<file path="src/rtl/loop_path_pkg.sv">
/*
 * Shared constants and carriers for the per-channel loop-back path selector.
 * Assumes a single 20 MHz system clock domain; link clocks are sampled inputs.
 */
package loop_path_pkg;

	// ------------------------------------------------------------
	// Mode selector encodings
	// ------------------------------------------------------------
	localparam logic [1:0] PIN_NONE    = 2'h0;
	localparam logic [1:0] PIN_ANALOG  = 2'h1;
	localparam logic [1:0] PIN_REMOTE  = 2'h2;
	localparam logic [1:0] PIN_DIGITAL = 2'h3;
	localparam logic [2:0] HOST_DUAL    = 3'h4;
	localparam logic [2:0] HOST_ANALOG  = 3'h5;
	localparam logic [2:0] HOST_REMOTE  = 3'h6;
	localparam logic [2:0] HOST_DIGITAL = 3'h7;

	// ------------------------------------------------------------
	// Reset values, buffer size and synchroniser depth
	// ------------------------------------------------------------
	localparam logic [2:0] MODE_RESET  = 3'h0;
	localparam int         BUF_DEPTH   = 2;
	localparam int         SYNC_STAGES = 2;

	// Resolved loop-back mode.
	typedef enum logic [2:0] {
		MODE_NONE    = 3'b000,
		MODE_ANALOG  = 3'b001,
		MODE_REMOTE  = 3'b010,
		MODE_DIGITAL = 3'b011,
		MODE_DUAL    = 3'b100
	} loop_mode_e;

	// One dual-rail symbol on a path.
	typedef struct packed {
		logic pos;
		logic neg;
	} sym_s;

endpackage

</file>
<file path="src/rtl/loop_path_select.sv">
/*
 * Per-channel loop-back path selector: routes transmit, receive, line driver
 * and line receiver symbols through an attenuator stand-in (two-entry buffer).
 * Assumes clocks and data from framer and line are asynchronous to clock,
 * whose 20 MHz rate is well above the 400 ns link clock period.
 */
// How it works
// - In analog mode the line driver output is fed into the receiver input.
// - In analog mode line receive pins are ignored while transmit data still goes out.
// - In analog mode the attenuator stays in the path that its select names.
// - In remote mode with receive-side attenuator, buffered receive data is transmitted on the recovered clock.
// - In remote mode system transmit clock and data are ignored while receive outputs continue.
// - In remote mode with transmit-side attenuator, recovered data passes the attenuator into the transmitter.
// - In digital mode system transmit clock and data return to the receive outputs, via the attenuator only when it is in the receive path.
// - In digital mode line receive data is ignored while transmit data still goes to the line.
// - In dual mode recovered line data goes back out to the line bypassing the attenuator.
// - In dual mode system transmit data goes through the attenuator to the receive outputs.
// - In dual mode the attenuator path select has no effect.
// - In pin control a two-bit selector gives none, analog, remote or digital.
// - In host control a three-bit field gives none when its top bit is low, else dual, analog, remote, digital.
module loop_path_select
	import loop_path_pkg::*;
(
	// Clock and reset
	input  wire logic       clock,
	input  wire logic       sys_rst,
	// Mode control
	input  wire logic       host_mode,
	input  wire logic [1:0] pin_loop_sel,
	input  wire logic [2:0] host_loop_sel,
	input  wire logic       atten_enable,
	input  wire logic       atten_in_rx,
	// System transmit side
	input  wire logic       tx_clock_in,
	input  wire sym_s       tx_data_in,
	// Line receiver (after clock and data recovery)
	input  wire logic       rx_line_pos_in,
	input  wire logic       rx_line_neg_in,
	input  wire logic       rx_line_clock_in,
	// Line driver
	output logic            tx_line_pos_out,
	output logic            tx_line_neg_out,
	// System receive side
	output logic            rx_positive_data_out,
	output logic            rx_negative_data_out,
	output logic            rx_clock_out,
	// Attenuator buffer status
	output logic            atten_overflow
);

	// ------------------------------------------------------------
	// Input synchronisers
	// ------------------------------------------------------------
	logic [5:0] sync1;
	logic [5:0] sync2;
	logic       tclk_prev;
	logic       rclk_prev;

	// Every link clock and data input passes two flops before any logic looks at it; mode and attenuator controls do not.
	always_ff @(posedge clock) begin
		if (sys_rst) begin
			sync1 <= 6'h00;
			sync2 <= 6'h00;
		end else begin
			sync1 <= {tx_clock_in, tx_data_in, rx_line_clock_in, rx_line_pos_in, rx_line_neg_in};
			sync2 <= sync1;
		end
	end

	// Edge history for the two sampled link clocks.
	always_ff @(posedge clock) begin
		if (sys_rst) begin
			tclk_prev <= 1'b0;
			rclk_prev <= 1'b0;
		end else begin
			tclk_prev <= sync2[5];
			rclk_prev <= sync2[2];
		end
	end

	logic tx_rise;
	logic rx_rise;
	sym_s tx_sym;
	sym_s line_sym;
	assign tx_rise  = sync2[5] & ~tclk_prev;
	assign rx_rise  = sync2[2] & ~rclk_prev;
	assign tx_sym   = sym_s'(sync2[4:3]);
	assign line_sym = sym_s'(sync2[1:0]);

	// ------------------------------------------------------------
	// Mode decode
	// ------------------------------------------------------------
	loop_mode_e mode;
	loop_mode_e next_mode;

	// Pin and host encodings differ only in the dual code.
	always_comb begin
		next_mode = MODE_NONE;
		if (host_mode) begin
			if (host_loop_sel[2]) begin
				unique case (host_loop_sel)
					HOST_DUAL:    next_mode = MODE_DUAL;
					HOST_ANALOG:  next_mode = MODE_ANALOG;
					HOST_REMOTE:  next_mode = MODE_REMOTE;
					HOST_DIGITAL: next_mode = MODE_DIGITAL;
					default:      next_mode = MODE_NONE;
				endcase
			end
		end else begin
			unique case (pin_loop_sel)
				PIN_NONE:    next_mode = MODE_NONE;
				PIN_ANALOG:  next_mode = MODE_ANALOG;
				PIN_REMOTE:  next_mode = MODE_REMOTE;
				PIN_DIGITAL: next_mode = MODE_DIGITAL;
			endcase
		end
	end

	// Registered so that a change of mode takes effect on a clean edge.
	always_ff @(posedge clock) begin
		if (sys_rst) begin
			mode <= loop_mode_e'(MODE_RESET);
		end else begin
			mode <= next_mode;
		end
	end

	// ------------------------------------------------------------
	// Source selection
	// ------------------------------------------------------------
	sym_s tx_src;       // Symbol heading toward the line.
	logic tx_src_rise;
	sym_s rx_src;       // Symbol heading toward the receiver outputs.
	logic rx_src_rise;
	logic att_on_tx;    // Attenuator sits in the toward-line path.
	logic att_on_rx;    // Attenuator sits in the toward-framer path.
	sym_s drv_now;      // Last symbol driven to the line.

	always_comb begin
		tx_src      = tx_sym;
		tx_src_rise = tx_rise;
		rx_src      = line_sym;
		rx_src_rise = rx_rise;
		att_on_tx   = atten_enable & ~atten_in_rx;
		att_on_rx   = atten_enable & atten_in_rx;
		unique case (mode)
			MODE_ANALOG: begin
				// driver output returned to receiver; line pins ignored
				rx_src      = drv_now;
				rx_src_rise = tx_rise;
				// attenuator stays where its select puts it
			end
			MODE_REMOTE: begin
				// system transmit ignored; recovered clock times the line
				tx_src      = line_sym;
				tx_src_rise = rx_rise;
			end
			MODE_DIGITAL: begin
				// transmit returns to receive outputs; line input ignored
				rx_src      = tx_sym;
				rx_src_rise = tx_rise;
			end
			MODE_DUAL: begin
				// line loops out unbuffered, transmit loops in buffered
				tx_src      = line_sym;
				tx_src_rise = rx_rise;
				rx_src      = tx_sym;
				rx_src_rise = tx_rise;
				att_on_tx   = 1'b0;
				att_on_rx   = atten_enable;
			end
			default: begin
			end
		endcase
	end

	// ------------------------------------------------------------
	// Attenuator stand-in: two-entry buffer on one path
	// ------------------------------------------------------------
	// The buffer fills on the source clock and drains on the same rise one
	// symbol later, absorbing a one-word stall without loss.
	logic att_in_tx;
	sym_s buf_in;
	logic buf_in_valid;
	logic buf_in_ready;
	sym_s buf_out;
	logic buf_out_valid;
	logic buf_out_ready;
	sym_s buf_mem [BUF_DEPTH];
	logic         wr_ptr;
	logic         rd_ptr;
	logic [1:0]   count;

	assign att_in_tx     = att_on_tx;
	assign buf_in        = att_in_tx ? tx_src : rx_src;
	assign buf_in_valid  = (att_on_tx & tx_src_rise) | (att_on_rx & rx_src_rise);
	assign buf_in_ready  = (count != 2'(BUF_DEPTH));
	assign buf_out_valid = (count != 2'h0);
	assign buf_out_ready = buf_in_valid;
	assign buf_out       = buf_mem[rd_ptr];

	// Buffer storage and pointers; attenuator off flushes it.
	always_ff @(posedge clock) begin
		if (sys_rst || !atten_enable) begin
			wr_ptr <= 1'b0;
			rd_ptr <= 1'b0;
			count  <= 2'h0;
		end else begin
			if (buf_in_valid && buf_in_ready) begin
				buf_mem[wr_ptr] <= buf_in;
				wr_ptr          <= ~wr_ptr;
			end
			if (buf_out_valid && buf_out_ready) begin
				rd_ptr <= ~rd_ptr;
			end
			count <= count + 2'(buf_in_valid && buf_in_ready)
			               - 2'(buf_out_valid && buf_out_ready);
		end
	end

	// Refused writes are sticky so a lost symbol is visible.
	always_ff @(posedge clock) begin
		if (sys_rst) begin
			atten_overflow <= 1'b0;
		end else if (buf_in_valid && !buf_in_ready) begin
			atten_overflow <= 1'b1;
		end
	end

	// ------------------------------------------------------------
	// Output registers
	// ------------------------------------------------------------
	// Line driver: the buffered symbol when the attenuator faces the line.
	always_ff @(posedge clock) begin
		if (sys_rst) begin
			drv_now <= '0;
		end else if (tx_src_rise) begin
			// remote loop sends the receive symbol taken after the attenuator
			drv_now <= ((att_on_tx || (mode == MODE_REMOTE && att_on_rx)) && buf_out_valid) ?
				buf_out : tx_src;
		end
	end
	assign tx_line_pos_out = drv_now.pos;
	assign tx_line_neg_out = drv_now.neg;

	// Receive outputs and clock follow the chosen receive source.
	always_ff @(posedge clock) begin
		if (sys_rst) begin
			rx_positive_data_out <= 1'b0;
			rx_negative_data_out <= 1'b0;
			rx_clock_out         <= 1'b0;
		end else begin
			rx_clock_out <= rx_src_rise ? 1'b1 : (rx_clock_out & ~(mode == MODE_ANALOG ?
				~sync2[5] : (mode == MODE_DIGITAL || mode == MODE_DUAL) ? ~sync2[5] : ~sync2[2]));
			if (rx_src_rise) begin
				rx_positive_data_out <= (att_on_rx && buf_out_valid) ? buf_out.pos : rx_src.pos;
				rx_negative_data_out <= (att_on_rx && buf_out_valid) ? buf_out.neg : rx_src.neg;
			end
		end
	end

	// ------------------------------------------------------------
	// Checks
	// ------------------------------------------------------------
	chk_remote_ignores_tx: assert property (@(posedge clock) disable iff (sys_rst)
		(mode == MODE_REMOTE) |-> (tx_src == line_sym))
		else $error("remote mode used system transmit data");
	chk_analog_rx_source: assert property (@(posedge clock) disable iff (sys_rst)
		(mode == MODE_ANALOG) |-> (rx_src == drv_now))
		else $error("analog mode receiver not fed from driver");
	chk_digital_rx_source: assert property (@(posedge clock) disable iff (sys_rst)
		(mode == MODE_DIGITAL) |-> (rx_src == tx_sym && rx_src_rise == tx_rise))
		else $error("digital mode receive not from transmit");
	chk_dual_bypass: assert property (@(posedge clock) disable iff (sys_rst)
		(mode == MODE_DUAL) |-> (!att_on_tx && tx_src == line_sym))
		else $error("dual mode line path used attenuator");
	chk_dual_rx_path: assert property (@(posedge clock) disable iff (sys_rst)
		(mode == MODE_DUAL) |-> (rx_src == tx_sym && att_on_rx == atten_enable))
		else $error("dual mode receive path wrong");
	chk_host_none: assert property (@(posedge clock) disable iff (sys_rst)
		(host_mode && !host_loop_sel[2]) |=> (mode == MODE_NONE))
		else $error("host top bit low did not give none");
	chk_pin_decode: assert property (@(posedge clock) disable iff (sys_rst)
		(!host_mode && pin_loop_sel == PIN_REMOTE) |=> (mode == MODE_REMOTE))
		else $error("pin remote code not decoded");
	chk_normal_path: assert property (@(posedge clock) disable iff (sys_rst)
		(mode == MODE_NONE) |-> (tx_src == tx_sym && rx_src == line_sym))
		else $error("normal mode paths wrong");
	chk_remote_rx_atten: assert property (@(posedge clock) disable iff (sys_rst)
		(mode == MODE_REMOTE && att_on_rx && rx_rise && buf_out_valid) |=>
		(drv_now == $past(buf_out)))
		else $error("remote mode line not fed after attenuator");

endmodule

</file>
<file path="config.mk">
export PLATFORM = sky130hd
export DESIGN_NAME = loop_path_select
export DESIGN_NICKNAME = d
export VERILOG_FILES = /design/src/rtl/loop_path_pkg.sv /design/src/rtl/loop_path_select.sv
export SDC_FILE = /design/constraint.sdc
export NUM_CORES = 1
export LEC_CHECK = 0
export BUFFER_PORTS_ARGS = -buffer_cell sky130_fd_sc_hd__buf_2
export CELL_PAD_IN_SITES_DETAIL_PLACEMENT = 1
export CELL_PAD_IN_SITES_GLOBAL_PLACEMENT = 1
export CORE_ASPECT_RATIO = 0.75
export CORE_MARGIN = 4
export CORE_UTILIZATION = 38
export DETAILED_ROUTE_END_ITERATION = 6
export GPL_TIMING_DRIVEN = 0
export PLACE_DENSITY_LB_ADDON = 0.1
export REMOVE_ABC_BUFFERS = 1
export SYNTH_ARGS = -nofsm -noshare
export SYNTH_HDL_FRONTEND = slang
export SYNTH_SLANG_ARGS = --single-unit
</file>
<file path="constraint.sdc">
create_clock -name clock -period 2.5 [get_ports clock]
set_clock_uncertainty 0.2 [all_clocks]
set_input_delay 0.375 -clock clock [delete_from_list [all_inputs] [get_ports clock]]
set_output_delay 0.375 -clock clock [all_outputs]
set_load 0.03 [all_outputs]
</file>
# --- Word-level counts from Yosys, hierarchy flattened ---
# Memories as Yosys holds them, arrays and structs flattened. A register that Yosys moved wholly into a read port is not among the register bits.
# Cells that the tools add are included.
totals:
  register_bits: 27
  mem_bits_rw: 4
  input_bits: 16
  out_inout_bits: 6
  elab_cells: 83
  n_memories: 1
op_classes:
  add_sub_neg: 2
  eq_ne: 12
  n_mux: 22
  bitwise_logic: 16
  reduce_logical: 16
mem_list:
  columns: ["memory", "depth", "word_bits", "read_ports", "rd_ports_with_merged_regs", "wr", "line", "text"]
  rows:
  - ["buf_mem", 2, 2, 1, 1, 1, "loop_path_select.sv:189", "sym_s buf_mem [BUF_DEPTH];"]
ops:
  columns: ["operator", "n"]
  rows:
  - ["3-bit case mux with 4 select lines", 2]
  - ["3-bit equality test, second input constant", 5]
  - ["1-bit 2-to-1 mux", 14]
  - ["1-bit NOT", 8]
  - ["1-bit AND", 7]
  - ["3-bit by 2-bit equality test with 1-bit output, second input constant", 2]
  - ["1-bit logical AND", 6]
  - ["2-bit 2-to-1 mux", 3]
  - ["3-bit 2-to-1 mux", 2]
  - ["2-bit equality test, second input constant", 2]
  - ["2-bit case mux with 2 select lines", 1]
  - ["2-bit OR reduction", 2]
  - ["3-bit by 1-bit equality test with 1-bit output, second input constant", 1]
  - ["1-bit logical OR", 3]
  - ["3-bit OR reduction", 1]
  - ["2-bit by 1-bit adder with 2-bit output", 1]
  - ["2-bit by 1-bit equality test with 1-bit output, second input constant", 1]
  - ["1-bit zero test", 2]
  - ["2-bit zero test", 1]
  - ["2-bit inequality test, second input constant", 1]
  - ["2-bit nonzero test", 1]
  - ["2-bit by 1-bit subtractor with 2-bit output", 1]
  - ["1-bit bitwise OR", 1]

# --- Logic depth before layout (Yosys ltp) ---
# Gate-level depths: netlist of the first run.
logic_depth:
  depth_word: 9
  depth_mapped: 10
  mapped_depth_nobuf: 10

# --- Worst setup path after synthesis of the first run ---
# OpenSTA, ideal clock, no wires.
synth_path:
  path_type: "register -> register"
  start: "register mode[1]"
  end: "register count[1]"
  setup_ps: 118
  arrival_ps: 2115
  required_time_ps: 2182
  slack_ps: 67
  path_stages_with_launch: 11
  n_path_buf: 0
  period_less_slack_ps: 2433
  path_cell_list: "dfxtp_1 -> nand2b_2 -> a211o_2 -> mux2_4 -> and2_4 -> ha_1 -> inv_1 -> ha_1 -> xor2_1 -> xnor2_1 -> nor2_1"
synth_via:
  elab_chain_len: 8
synth_lines:
  columns: ["element", "line", "text"]
  rows:
  - ["from (decl)", "loop_path_select.sv:93", "loop_mode_e mode;"]
  - ["from (signal assigned)", "loop_path_select.sv:122", "mode <= loop_mode_e'(MODE_RESET);"]
  - ["from (signal assigned)", "loop_path_select.sv:124", "mode <= next_mode;"]
  - ["3-bit by 1-bit equality test with 1-bit output (tied with other cells)", "loop_path_select.sv:146", "unique case (mode)"]
  - ["3-bit OR reduction (no source line) / 2-bit OR reduction (equally long branches)", null, null]
  - ["1-bit 2-to-1 mux", "loop_path_select.sv:146", null]
  - ["1-bit AND", "loop_path_select.sv:196", "assign buf_in_valid = (att_on_tx & tx_src_rise) | (att_on_rx & rx_src_rise);"]
  - ["1-bit bitwise OR *", "loop_path_select.sv:196", null]
  - ["1-bit logical AND", "loop_path_select.sv:216", "count <= count + 2'(buf_in_valid && buf_in_ready)"]
  - ["2-bit by 1-bit adder with 2-bit output", "loop_path_select.sv:216", null]
  - ["2-bit by 1-bit subtractor with 2-bit output *", "loop_path_select.sv:217", "- 2'(buf_out_valid && buf_out_ready);"]
  - ["to (signal assigned)", "loop_path_select.sv:216", null]
  - ["to (decl)", "loop_path_select.sv:192", "logic [1:0] count;"]
# Every way passes the cells marked *; elsewhere a longest branch is shown, timed or not.
# A chain may end at the register's enable or synchronous reset.

# --- Worst setup path in the final report of the first run ---
layout_path:
  start: "register mode[2]"
  end: "register count[1]"
# Same word-level chain as after synthesis.

==> impl_results.md, run 1 <==
* Status: finished, final reports clean
* CP Data Required Time at 2.48 ns
* Worst reg2reg path endpoint: count[1]$_SDFF_PP0_
* Synth top area share at 39.3%
* R2r worst-path depth at 10
* Most frequent cell after synthesis: dfxtp_1
* Share of cells above drive strength 1 at between 30% and 40%
* TritonCTS clock tree: built
* Root Driver: clkbuf_8
* Syn avg cell area at between 9 and 10 um2
* Sequential area share after synthesis at approximately 48%
* WL/cell at roughly 15 um
* Crit start category: flip-flop
* H-tree depth at 2
* FP Rows at 18
* CP endpoint kind: flip-flop
* Chip width at 78.8 um
* Via count at around 1.1k
* Dpl cells at around 210
* CTS Sinks at 32
* Die area at about 4800 um2
* CP Class: flip-flop to flip-flop
* Post-Syn Area at around 1400 um2
* Max cap viols at 0
* Reg-to-Reg Start: mode[2]$_SDFF_PP0_
* Worst-path fanout max at 5
* Initial antenna violation count at 0
* Hold Vio Cnt, Final at 0
* Synth warn at 0
* Rel. slew slack at about three fifths
* Final nets at 192
* Final clock period utilization by the worst path at between 90 and 100%
* EDFF count, synth at 4
* Top cells by area, synth: dfxtp_1 39%, edfxtp_1 8.4%, nor2b_1 7.4%
* Gr usage total at between 15 and 20%
* Hold WC Path Type: input pin to flip-flop
* Leakage at between 0.6 and 0.7 nW
* First-pass GRT wire length at around 5700 um
* Fmax at 0.415 GHz
* Final wirelength at around 3400 um
* Drt pass-1 iters at 4
* Vias in the first global route at around 1.2k
* Pwr per Cell Area at roughly 620 nW/um2
* Worst reg2reg setup slack at between 0.08 and 0.09 ns
* Unrepaired setup endpoints after global routing: false
* Clk slew on worst S/H paths at around 0.07 ns
* Via/cell ratio at around 5
* Area growth, synth to finish at 23.8%
* Initial core utilization at about 41%
* Yosys top cell by area: dfxtp_1
* Worst Setup SP: mode[2]$_SDFF_PP0_
* Synthesized flop and latch total at 32
* Final non-filler cell total at around 230
* Total power at approximately 1.1 mW
* Critical Path Sink: count[1]$_SDFF_PP0_
* IO Pins at 22
* Main synth FF type: dfxtp_1
* Final instance area at approximately 1800 um2
* Data arrival, critical path at around 2.4 ns
* Clock buffer depth at 2
* Slew Viols, Final at 0
* Die height at 61.1 um
* DRC at 0
* DP Wirelength at roughly 2500 um
* DRT iter0 DRCs at 36
* Peak VDD IR at 425 uV
* Crit path time final at ~2.4 ns
* Cells after Synth at 147
* Grt ovf at 0
* Antenna Nets Post-Route at 0
* N_diodes at 0
* RD Place Congestion at about 0.75
* Utilization after layout at about half
* Ys async rst share at 0%
* Worst-Margin Slew at between 0.5 and 0.6 ns
* Distinct cells, synth at 39
* Pin count of the biggest net entering global routing at 23
* Placed cell areas at approximately 1600 um2
* Number of port buffers at 21
* Worst skew pair latency at a little under 0.3 ns
* Endpoints failing setup at 0
* Core ar. at 3450 um2
* Synth top cells by count: 28 x dfxtp_1, 17 x nor2b_1, 10 x a21oi_1, 10 x nor2_1
* Num CTS Buffers at 5
==> how the worst min path moves through the flow <==
stage / startpoint / end / slack [ns] / cells past startpoint
finish: host_loop_sel[1] / mode[2]$_SDFF_PP0_ / 0.06 / 2
floorplan: sync1[0]$_SDFF_PP0_ / sync2[0]$_SDFF_PP0_ / 0.21 / 1
detailed placement: sync1[3]$_SDFF_PP0_ / sync2[3]$_SDFF_PP0_ / 0.23 / 1
CTS: host_loop_sel[1] / mode[2]$_SDFF_PP0_ / 0.06 / 2
global route: host_loop_sel[1] / mode[2]$_SDFF_PP0_ / 0.07 / 2
global placement: sync1[0]$_SDFF_PP0_ / sync2[0]$_SDFF_PP0_ / 0.22 / 1
==> metrics by stage <==
stage	hold WS [ns]	worst slack [ns]	setup TNS [ns]
6_report	0.0596	0.0882	0
5_1_grt	0.0694	0.0114	0
4_1_cts	0.0583	0.00381	0
3_5_place_dp	0.229	-0.204	-0.269
3_3_place_gp	0.222	-0.156	-0.197
2_1_floorplan	0.214	-0.0260	-0.0260
==> cell families (layout without fill, tap and decap cells) <==
group / count (synthesis) / count (layout) / synth area share [%]
AO/OA/AOI/OAI: 28 / 28 / 13.1
XOR/XNOR: 4 / 4 / 2.45
adder cells (fa/ha/maj): 2 / 2 / 1.75
buffers and inverters: 10 / 38 / 2.80
flip-flops: 32 / 32 / 47.7
multiplexers: 9 / 9 / 6.92
AND/OR/NAND/NOR: 62 / 62 / 25.3
==> area by class of cell <==
class / count / area (um2)
tap: 50 / 62.6
fill: 390 / 1680
clock buffer: 6 / 93.8
inverter: 6 / 22.5
sequential: 32 / 692
multi-input combinational: 105 / 757
timing repair buffer: 24 / 128
clock inverter: 2 / 11.3
==> critical path: stages (launching register included) <==
cell	delay, ns
dfxtp_4	0.36
nand2b_4	0.15
a211o_4	0.34
mux2_4	0.31
and2_4	0.18
ha_4	0.25
inv_2	0.03
ha_4	0.15
xor2_2	0.14
xnor2_1	0.13
nor2_1	0.06
==> flip-flops by register name (all words and copies together) (netlist names), 2 cells and up, named ones only <==
name / count
count: 2
sync2: 6
buf_mem: 4
sync1: 6
mode: 3
==> routing by layer <==
metal	vias to the layer above	part of all wire [%]	global-route usage [%]	routed length, um
met5	-	0	0	0
met4	0	1.8	7.48	59
met3	7	4.5	4.39	151
met2	19	48	27.7	1620
met1	531	46	18.9	1540
li1	568	-	-	-
==> repair_timing <==
item	4_1_cts	5_1_grt
hold buffers	0	0
pin swaps	2	2
cloned	0	0
buffers inserted	3	0
setup endpoints to repair	2	1
resized for setup	9	5
==> cell usage in the layout, fill, tap and decap left out, drive strengths merged, types with 3 or more instances in the layout <==
| cell | n |
|---|---|
| dfxtp | 28 |
| buf | 24 |
| nor2b | 17 |
| a21oi | 11 |
| nor2 | 10 |
| nand2b | 7 |
| nand3 | 6 |
| nand2 | 6 |
| clkbuf | 6 |
| o21ai | 6 |
| inv | 6 |
| mux2i | 5 |
| or3b | 5 |
| edfxtp | 4 |
| mux2 | 4 |
| nor3b | 3 |
==> report_power, final <==
part	internal, mW	switching (mW)	total [mW]
clock network	0.255	0.199	0.454
registers	0.535	0.0121	0.547
logic	0.0456	0.0542	0.0998
total	0.835	0.265	1.10
(Power assumes the default switching activity.)
==> run 2, diff against run 1 <==
Settings changed: ABC_AREA from default to 1, CORE_UTILIZATION 38 to 36.
==> impl_results.md, run 2 <==
* Status: finished, final reports clean
* Data arrival, critical path at around 2.3 ns
* Most frequent cells in the layout: 41 x inv_1, 33 x nand2_1, 27 x nor2_1
* Mux cell area share after synthesis at 0%
* Initial core utilization at a little under two fifths
* Via count at 1247
* Final nets at 236
* EDFF count, synth at 4
* Distinct cells, synth at 24
* Die area at just over 5000 um2
* DRT iter0 DRCs at 39
* CP most frequent cell: nand2_4
* Top cells by area, synth: dfxtp_1 39%, inv_1 11%, nand2_1 9.0%
* CP Class: flip-flop to flip-flop
* Worst-path cell chain: nor2_2 -> nand2_2 -> nand2_4 -> nand2_2 -> nand2_4 -> nand2_4 -> nand2_4 -> nand2_2 -> ha_1 -> inv_1 -> ha_1 -> or2_2 -> a21oi_1
* XOR/XNOR Fraction of Synth Area at less than 1%
* Slowest CP cell: dfxtp_2
* Synth top cells by count: 41 x inv_1, 34 x nand2_1, 28 x dfxtp_1, 27 x nor2_1, 12 x nand3_1
* Chip width at roughly 80 um
* Syn avg cell area at 7.42 um2
* Biggest cell delay along the critical path at 0.35 ns
* Initial antenna violation count at 0
* Placed cell areas at 1590 um2
* Commonest non-fill, non-tap cell in the layout: inv_1
* Share of cells above drive strength 1 at 21.0%
* Peak VDD IR at between 300 and 400 uV
* FP Rows at 19
* Crit start category: flip-flop
* Worst-Margin Slew at 0.401 ns
* DP Wirelength at ~2600 um
* Drt pass-1 iters at 4
* Synth warn at 0
* Net Switching at approximately 0.27 mW
* Fmax at ~0.43 GHz
* Final instance area at ~1700 um2
* Rel. slew slack at roughly three quarters
* Core ar. at about 3700 um2
* Fillers at 489
* Via/cell ratio at ~4.6
* Synth top area share at 39.3%
* Combinational share of power at a little under an eighth
* Clock share of power at 36.1%
* Most frequent cell after synthesis: inv_1
* Die height at 62.5 um
* IO Pins at 22
* Max cap viols at 0
* H-tree depth at 2
* Vias in the first global route at 1328
* CP Data Required Time at ~2.5 ns
* Yosys top cell by area: dfxtp_1
* Adder-Cell Fraction of Synth Area at between 1.5 and 2%
* PostCTS Resize Cnt at 0
* Root Driver: clkbuf_8
* Hold WC Path Type: input pin to flip-flop
* Leakage at between 0.8 and 0.9 nW
* Endpoints failing setup at 0
* Worst-path fanout max at 5
* Ys async rst share at 0%
* Compound-Gate Fraction of Synth Area at roughly 8.3%
* Worst hold path depth at 2
* Area growth, synth to finish at 18.1%
* Post-CTS Setup Bufs at 0
* Main combinational cell family by area after synthesis: simple AND/OR/NAND/NOR gates
* Clock buffer depth at 2
* Number of port buffers at 21
* Utilization after layout at between 40% and 50%
* WL/cell at between 10 and 15 um
* Slew Viols, Final at 0
* Pin count of the biggest net entering global routing at 22
* Unrepaired setup endpoints after global routing: false
* CTS Hold Buffers Added at 0
* Worst reg2reg setup slack at between 0.15 and 0.2 ns
* Sequential area share after synthesis at 47.8%
* Setup tns final at 0 ns
* Top Registers: sync1 (6), sync2 (6), buf_mem (4)
* R2r worst-path depth at 13
* Simple-gate share of the synthesized area at ~30%
* Worst skew pair latency at 0.29 ns
* Gr usage total at between 10% and 20%
* Cells after Synth at 192
* Min Hold Slack at 0.0631 ns
* Synthesized flop and latch total at 32
* TritonCTS clock tree: built
* Seq pwr share at between 50% and 60%
* CTS Sinks at 32
* N_diodes at 0
* Clk slew on worst S/H paths at approximately 0.060 ns
* Antenna Nets Post-Route at 0
* Pwr per Cell Area at roughly 620 nW/um2
* DRC at 0
* Final wirelength at 3290 um
* Sw Share at between 20% and 30%
* Num CTS Buffers at 5
* Crit path time final at about 2.3 ns
* Final clock period utilization by the worst path at between 90 and 100%
* Hold Vio Cnt, Final at 0
* Main synth FF type: dfxtp_1
* CP endpoint kind: flip-flop
* First-pass GRT wire length at around 5800 um
* Post-Syn Area at approximately 1400 um2
* RD Place Congestion at approximately 0.86
* Internal power at 0.776 mW
* Grt ovf at 0
run 2: cells by family (layout without fill, tap and decap cells):
logic type	after synthesis	count (layout)
DFF	32	32
AOI/OAI and AO/OA	22	22
buffers and inverters	44	71
xor gates and xnor gates	1	1
and+or+nand+nor	91	91
adders and majority gates	2	2
run 2: cell type report:
| class | count | area [um2] | area share [%] |
|---|---|---|---|
| tap | 52 | 65.1 | 3.87 |
| sequential | 32 | 683 | 40.6 |
| clock buffer | 7 | 76.3 | 4.54 |
| multi-input combinational | 116 | 591 | 35.1 |
| clock inverter | 1 | 5.00 | 0.297 |
| timing repair buffer | 21 | 105 | 6.25 |
| inverter | 42 | 158 | 9.37 |
run 2: power by group through the flow:
| stage | clock network, mW | registers [mW] | logic [mW] |
|---|---|---|---|
| after detailed placement | 0 | 0.562 | 0.118 |
| after floorplan | 0 | 0.571 | 0.0648 |
| after global routing | 0.417 | 0.553 | 0.136 |
| after global placement | 0 | 0.561 | 0.112 |
| after CTS | 0.395 | 0.551 | 0.119 |
| final | 0.378 | 0.551 | 0.119 |
run 2: routing by layer:
metal  routed length, um  up-vias  part of all wire, %  track usage [%]
met3                 170        8                  5.2             4.32
met5                   0        -                    0                0
met2                1540       25                   47             24.3
li1                    -      642                    -                -
met4                  74        0                  2.2             7.59
met1                1510      572                   46             18.1
run 2: critical path, delay by kind of cell, from the launching register on:
kind | cells | cell delay [ns]
flip-flops | 1 | 0.35
AO/OA/AOI/OAI | 1 | 0.11
buffers and inverters | 1 | 0.04
adder cells (fa/ha/maj) | 2 | 0.45
AND/OR/NAND/NOR | 9 | 1.07
run 2: metrics by stage:
step	setup WS, ns	power [mW]	std cells
floorplan	0.379	0.636	190
global placement	0.106	0.673	263
detailed placement	0.0344	0.680	263
CTS	0.142	1.06	271
global route	0.0207	1.11	271
finish	0.193	1.05	271
run 2: worst paths after layout:
| check | startpoint | to |
|---|---|---|
| max reg2reg | mode[0]$_SDFF_PP0_ | count[1]$_SDFF_PP0_ |
| max | mode[0]$_SDFF_PP0_ | count[1]$_SDFF_PP0_ |
| min reg2reg | sync1[2]$_SDFF_PP0_ | sync2[2]$_SDFF_PP0_ |
| min | host_loop_sel[1] | mode[2]$_SDFF_PP0_ |
==> run 3, diff against run 2 <==
Settings changed: BUFFER_PORTS_ARGS -buffer_cell sky130_fd_sc_hd__buf_2 to -buffer_cell sky130_fd_sc_hd__clkbuf_2, SKIP_LAST_GASP from default to 1.
==> impl_results.md, run 3 (same netlist as run 2, synthesis figures left out) <==
* Status: finished, final reports clean
* Num CTS Buffers at 5
* First-pass GRT wire length at about 5500 um
* Peak VDD IR at between 200 and 300 uV
* Die area at between 5000 and 6000 um2
* Clock buffer depth at 2
* Utilization after layout at between 40% and 50%
* Most frequent cells in the layout: 41 x inv_1, 33 x nand2_1, 27 x nor2_1
* Placed cell areas at ~1600 um2
* Final clock period utilization by the worst path at 92.2%
* Reg-to-Reg Start: mode[0]$_SDFF_PP0_
* DRC at 0
* Commonest non-fill, non-tap cell in the layout: inv_1
* CP Class: flip-flop to flip-flop
* Min Hold Slack at 0.0702 ns
* Top Registers: sync1 (6), sync2 (6), buf_mem (4)
* Fmax at 0.434 GHz
* Dpl cells at 263
* Biggest cell delay along the critical path at 0.35 ns
* WL/cell at between 10 and 15 um
* Worst-path fanout max at 5
* TritonCTS clock tree: built
* DP Wirelength at between 2000 and 3000 um
* Crit start category: flip-flop
* Via/cell ratio at roughly 4.5
* Unrepaired setup endpoints after global routing: false
* Clk slew on worst S/H paths at roughly 0.06 ns
* H-tree depth at 2
* N_diodes at 0
* Die height at around 62 um
* Worst-path cell chain: nor2_2 -> nand2_2 -> nand2_4 -> nand2_2 -> nand2_4 -> nand2_4 -> nand2_4 -> nand2_2 -> ha_1 -> inv_1 -> ha_1 -> or2_2 -> a21oi_1
* Hold worst-path end: mode[2]$_SDFF_PP0_
* Initial antenna violation count at 0
* Leakage at roughly 0.83 nW
* Data arrival, critical path at 2.31 ns
* Drt pass-1 iters at 4
* Final instance area at approximately 1700 um2
* Root Driver: clkbuf_8
* Pwr per Cell Area at ~640 nW/um2
* Final nets at between 200 and 250
* Endpoints failing setup at 0
* Chip width at about 80 um
* Min-delay src: host_loop_sel[1]
* FP Rows at 19
* CTS Sinks at 32
* Rel. slew slack at 71.2%
* CP most frequent cell: nand2_4
* Antenna Nets Post-Route at 0
* Area growth, synth to finish at 19.8%
* Core ar. at between 3000 and 4000 um2
* Hold WC Path Type: input pin to flip-flop
* Pin count of the biggest net entering global routing at 22
* Worst reg2reg path endpoint: count[1]$_SDFF_PP0_
* DRT iter0 DRCs at 55
* Worst hold path depth at 2
* Worst reg2reg setup slack at around 0.2 ns
* Grt ovf at 0
* Worst skew pair latency at around 0.28 ns
* Setup tns final at 0 ns
* Via count at ~1.2k
* Slowest CP cell: dfxtp_2
* Vias in the first global route at 1263
* Gr usage total at 13.9%
* RD Place Congestion at 0.857
* Final wirelength at just over 3000 um
* Final non-filler cell total at between 200 and 300
* CP Data Required Time at between 2 and 3 ns
* Max cap viols at 0
* Hold Vio Cnt, Final at 0
* Initial core utilization at 38.2%
* R2r worst-path depth at 13
* Post-CTS Setup Bufs at 0
* CP endpoint kind: flip-flop
* Number of port buffers at 21
* Worst-Margin Slew at roughly 0.43 ns
* Slew Viols, Final at 0
* CTS Hold Buffers Added at 0
* PostCTS Resize Cnt at 0
* IO Pins at 22
* Crit path time final at 2.30 ns
* Share of cells above drive strength 1 at 22.4%
## run 3: report_power, final
group | total, mW | switching [mW] | internal, mW
clock | 0.428 | 0.177 | 0.251
sequential | 0.552 | 0.0112 | 0.540
combinational | 0.117 | 0.0766 | 0.0406
## run 3: worst max-delay path, delay by kind of cell (launching register included)
kind | cells | cell delay [ns]
compound gates | 1 | 0.11
flops | 1 | 0.35
buf+inv | 1 | 0.04
simple gates | 9 | 1.08
fa+ha+maj | 2 | 0.45
## run 3: worst max path at each step
stage                            start  cells after the start  slack [ns]                   to
global route        mode[0]$_SDFF_PP0_                     13       0.007  count[1]$_SDFF_PP0_
floorplan                  atten_in_rx                     11        0.38  count[1]$_SDFF_PP0_
finish              mode[0]$_SDFF_PP0_                     13        0.20  count[1]$_SDFF_PP0_
detailed placement        atten_enable                     11        0.06  count[1]$_SDFF_PP0_
CTS                 mode[2]$_SDFF_PP0_                     12        0.14  count[1]$_SDFF_PP0_
global placement          atten_enable                     11         0.1  count[1]$_SDFF_PP0_
## run 3: per-stage QoR
| stage | setup WS (ns) | power [mW] |
|---|---|---|
| after floorplan | 0.379 | 0.636 |
| after global placement | 0.0970 | 0.673 |
| after detailed placement | 0.0550 | 0.679 |
| after CTS | 0.144 | 1.11 |
| after global routing | 0.00689 | 1.16 |
| final | 0.196 | 1.10 |
## run 3: area by class of cell
type,instances,area [um2]
Fill cell,481,2020
Sequential cell,32,684
Multi-Input combinational cell,116,596
Inverter,42,158
Timing Repair Buffer,21,105
Clock buffer,8,100
Tap cell,52,65.1
## run 3: layer usage
layer / GRT usage (%) / share of wire (%) / vias to the layer above
met2: 21.6 / 46 / 16
li1: - / - / 639
met3: 4.76 / 3.9 / 6
met4: 4.64 / 0.99 / 0
met1: 17.9 / 49 / 572
met5: 0 / 0 / -
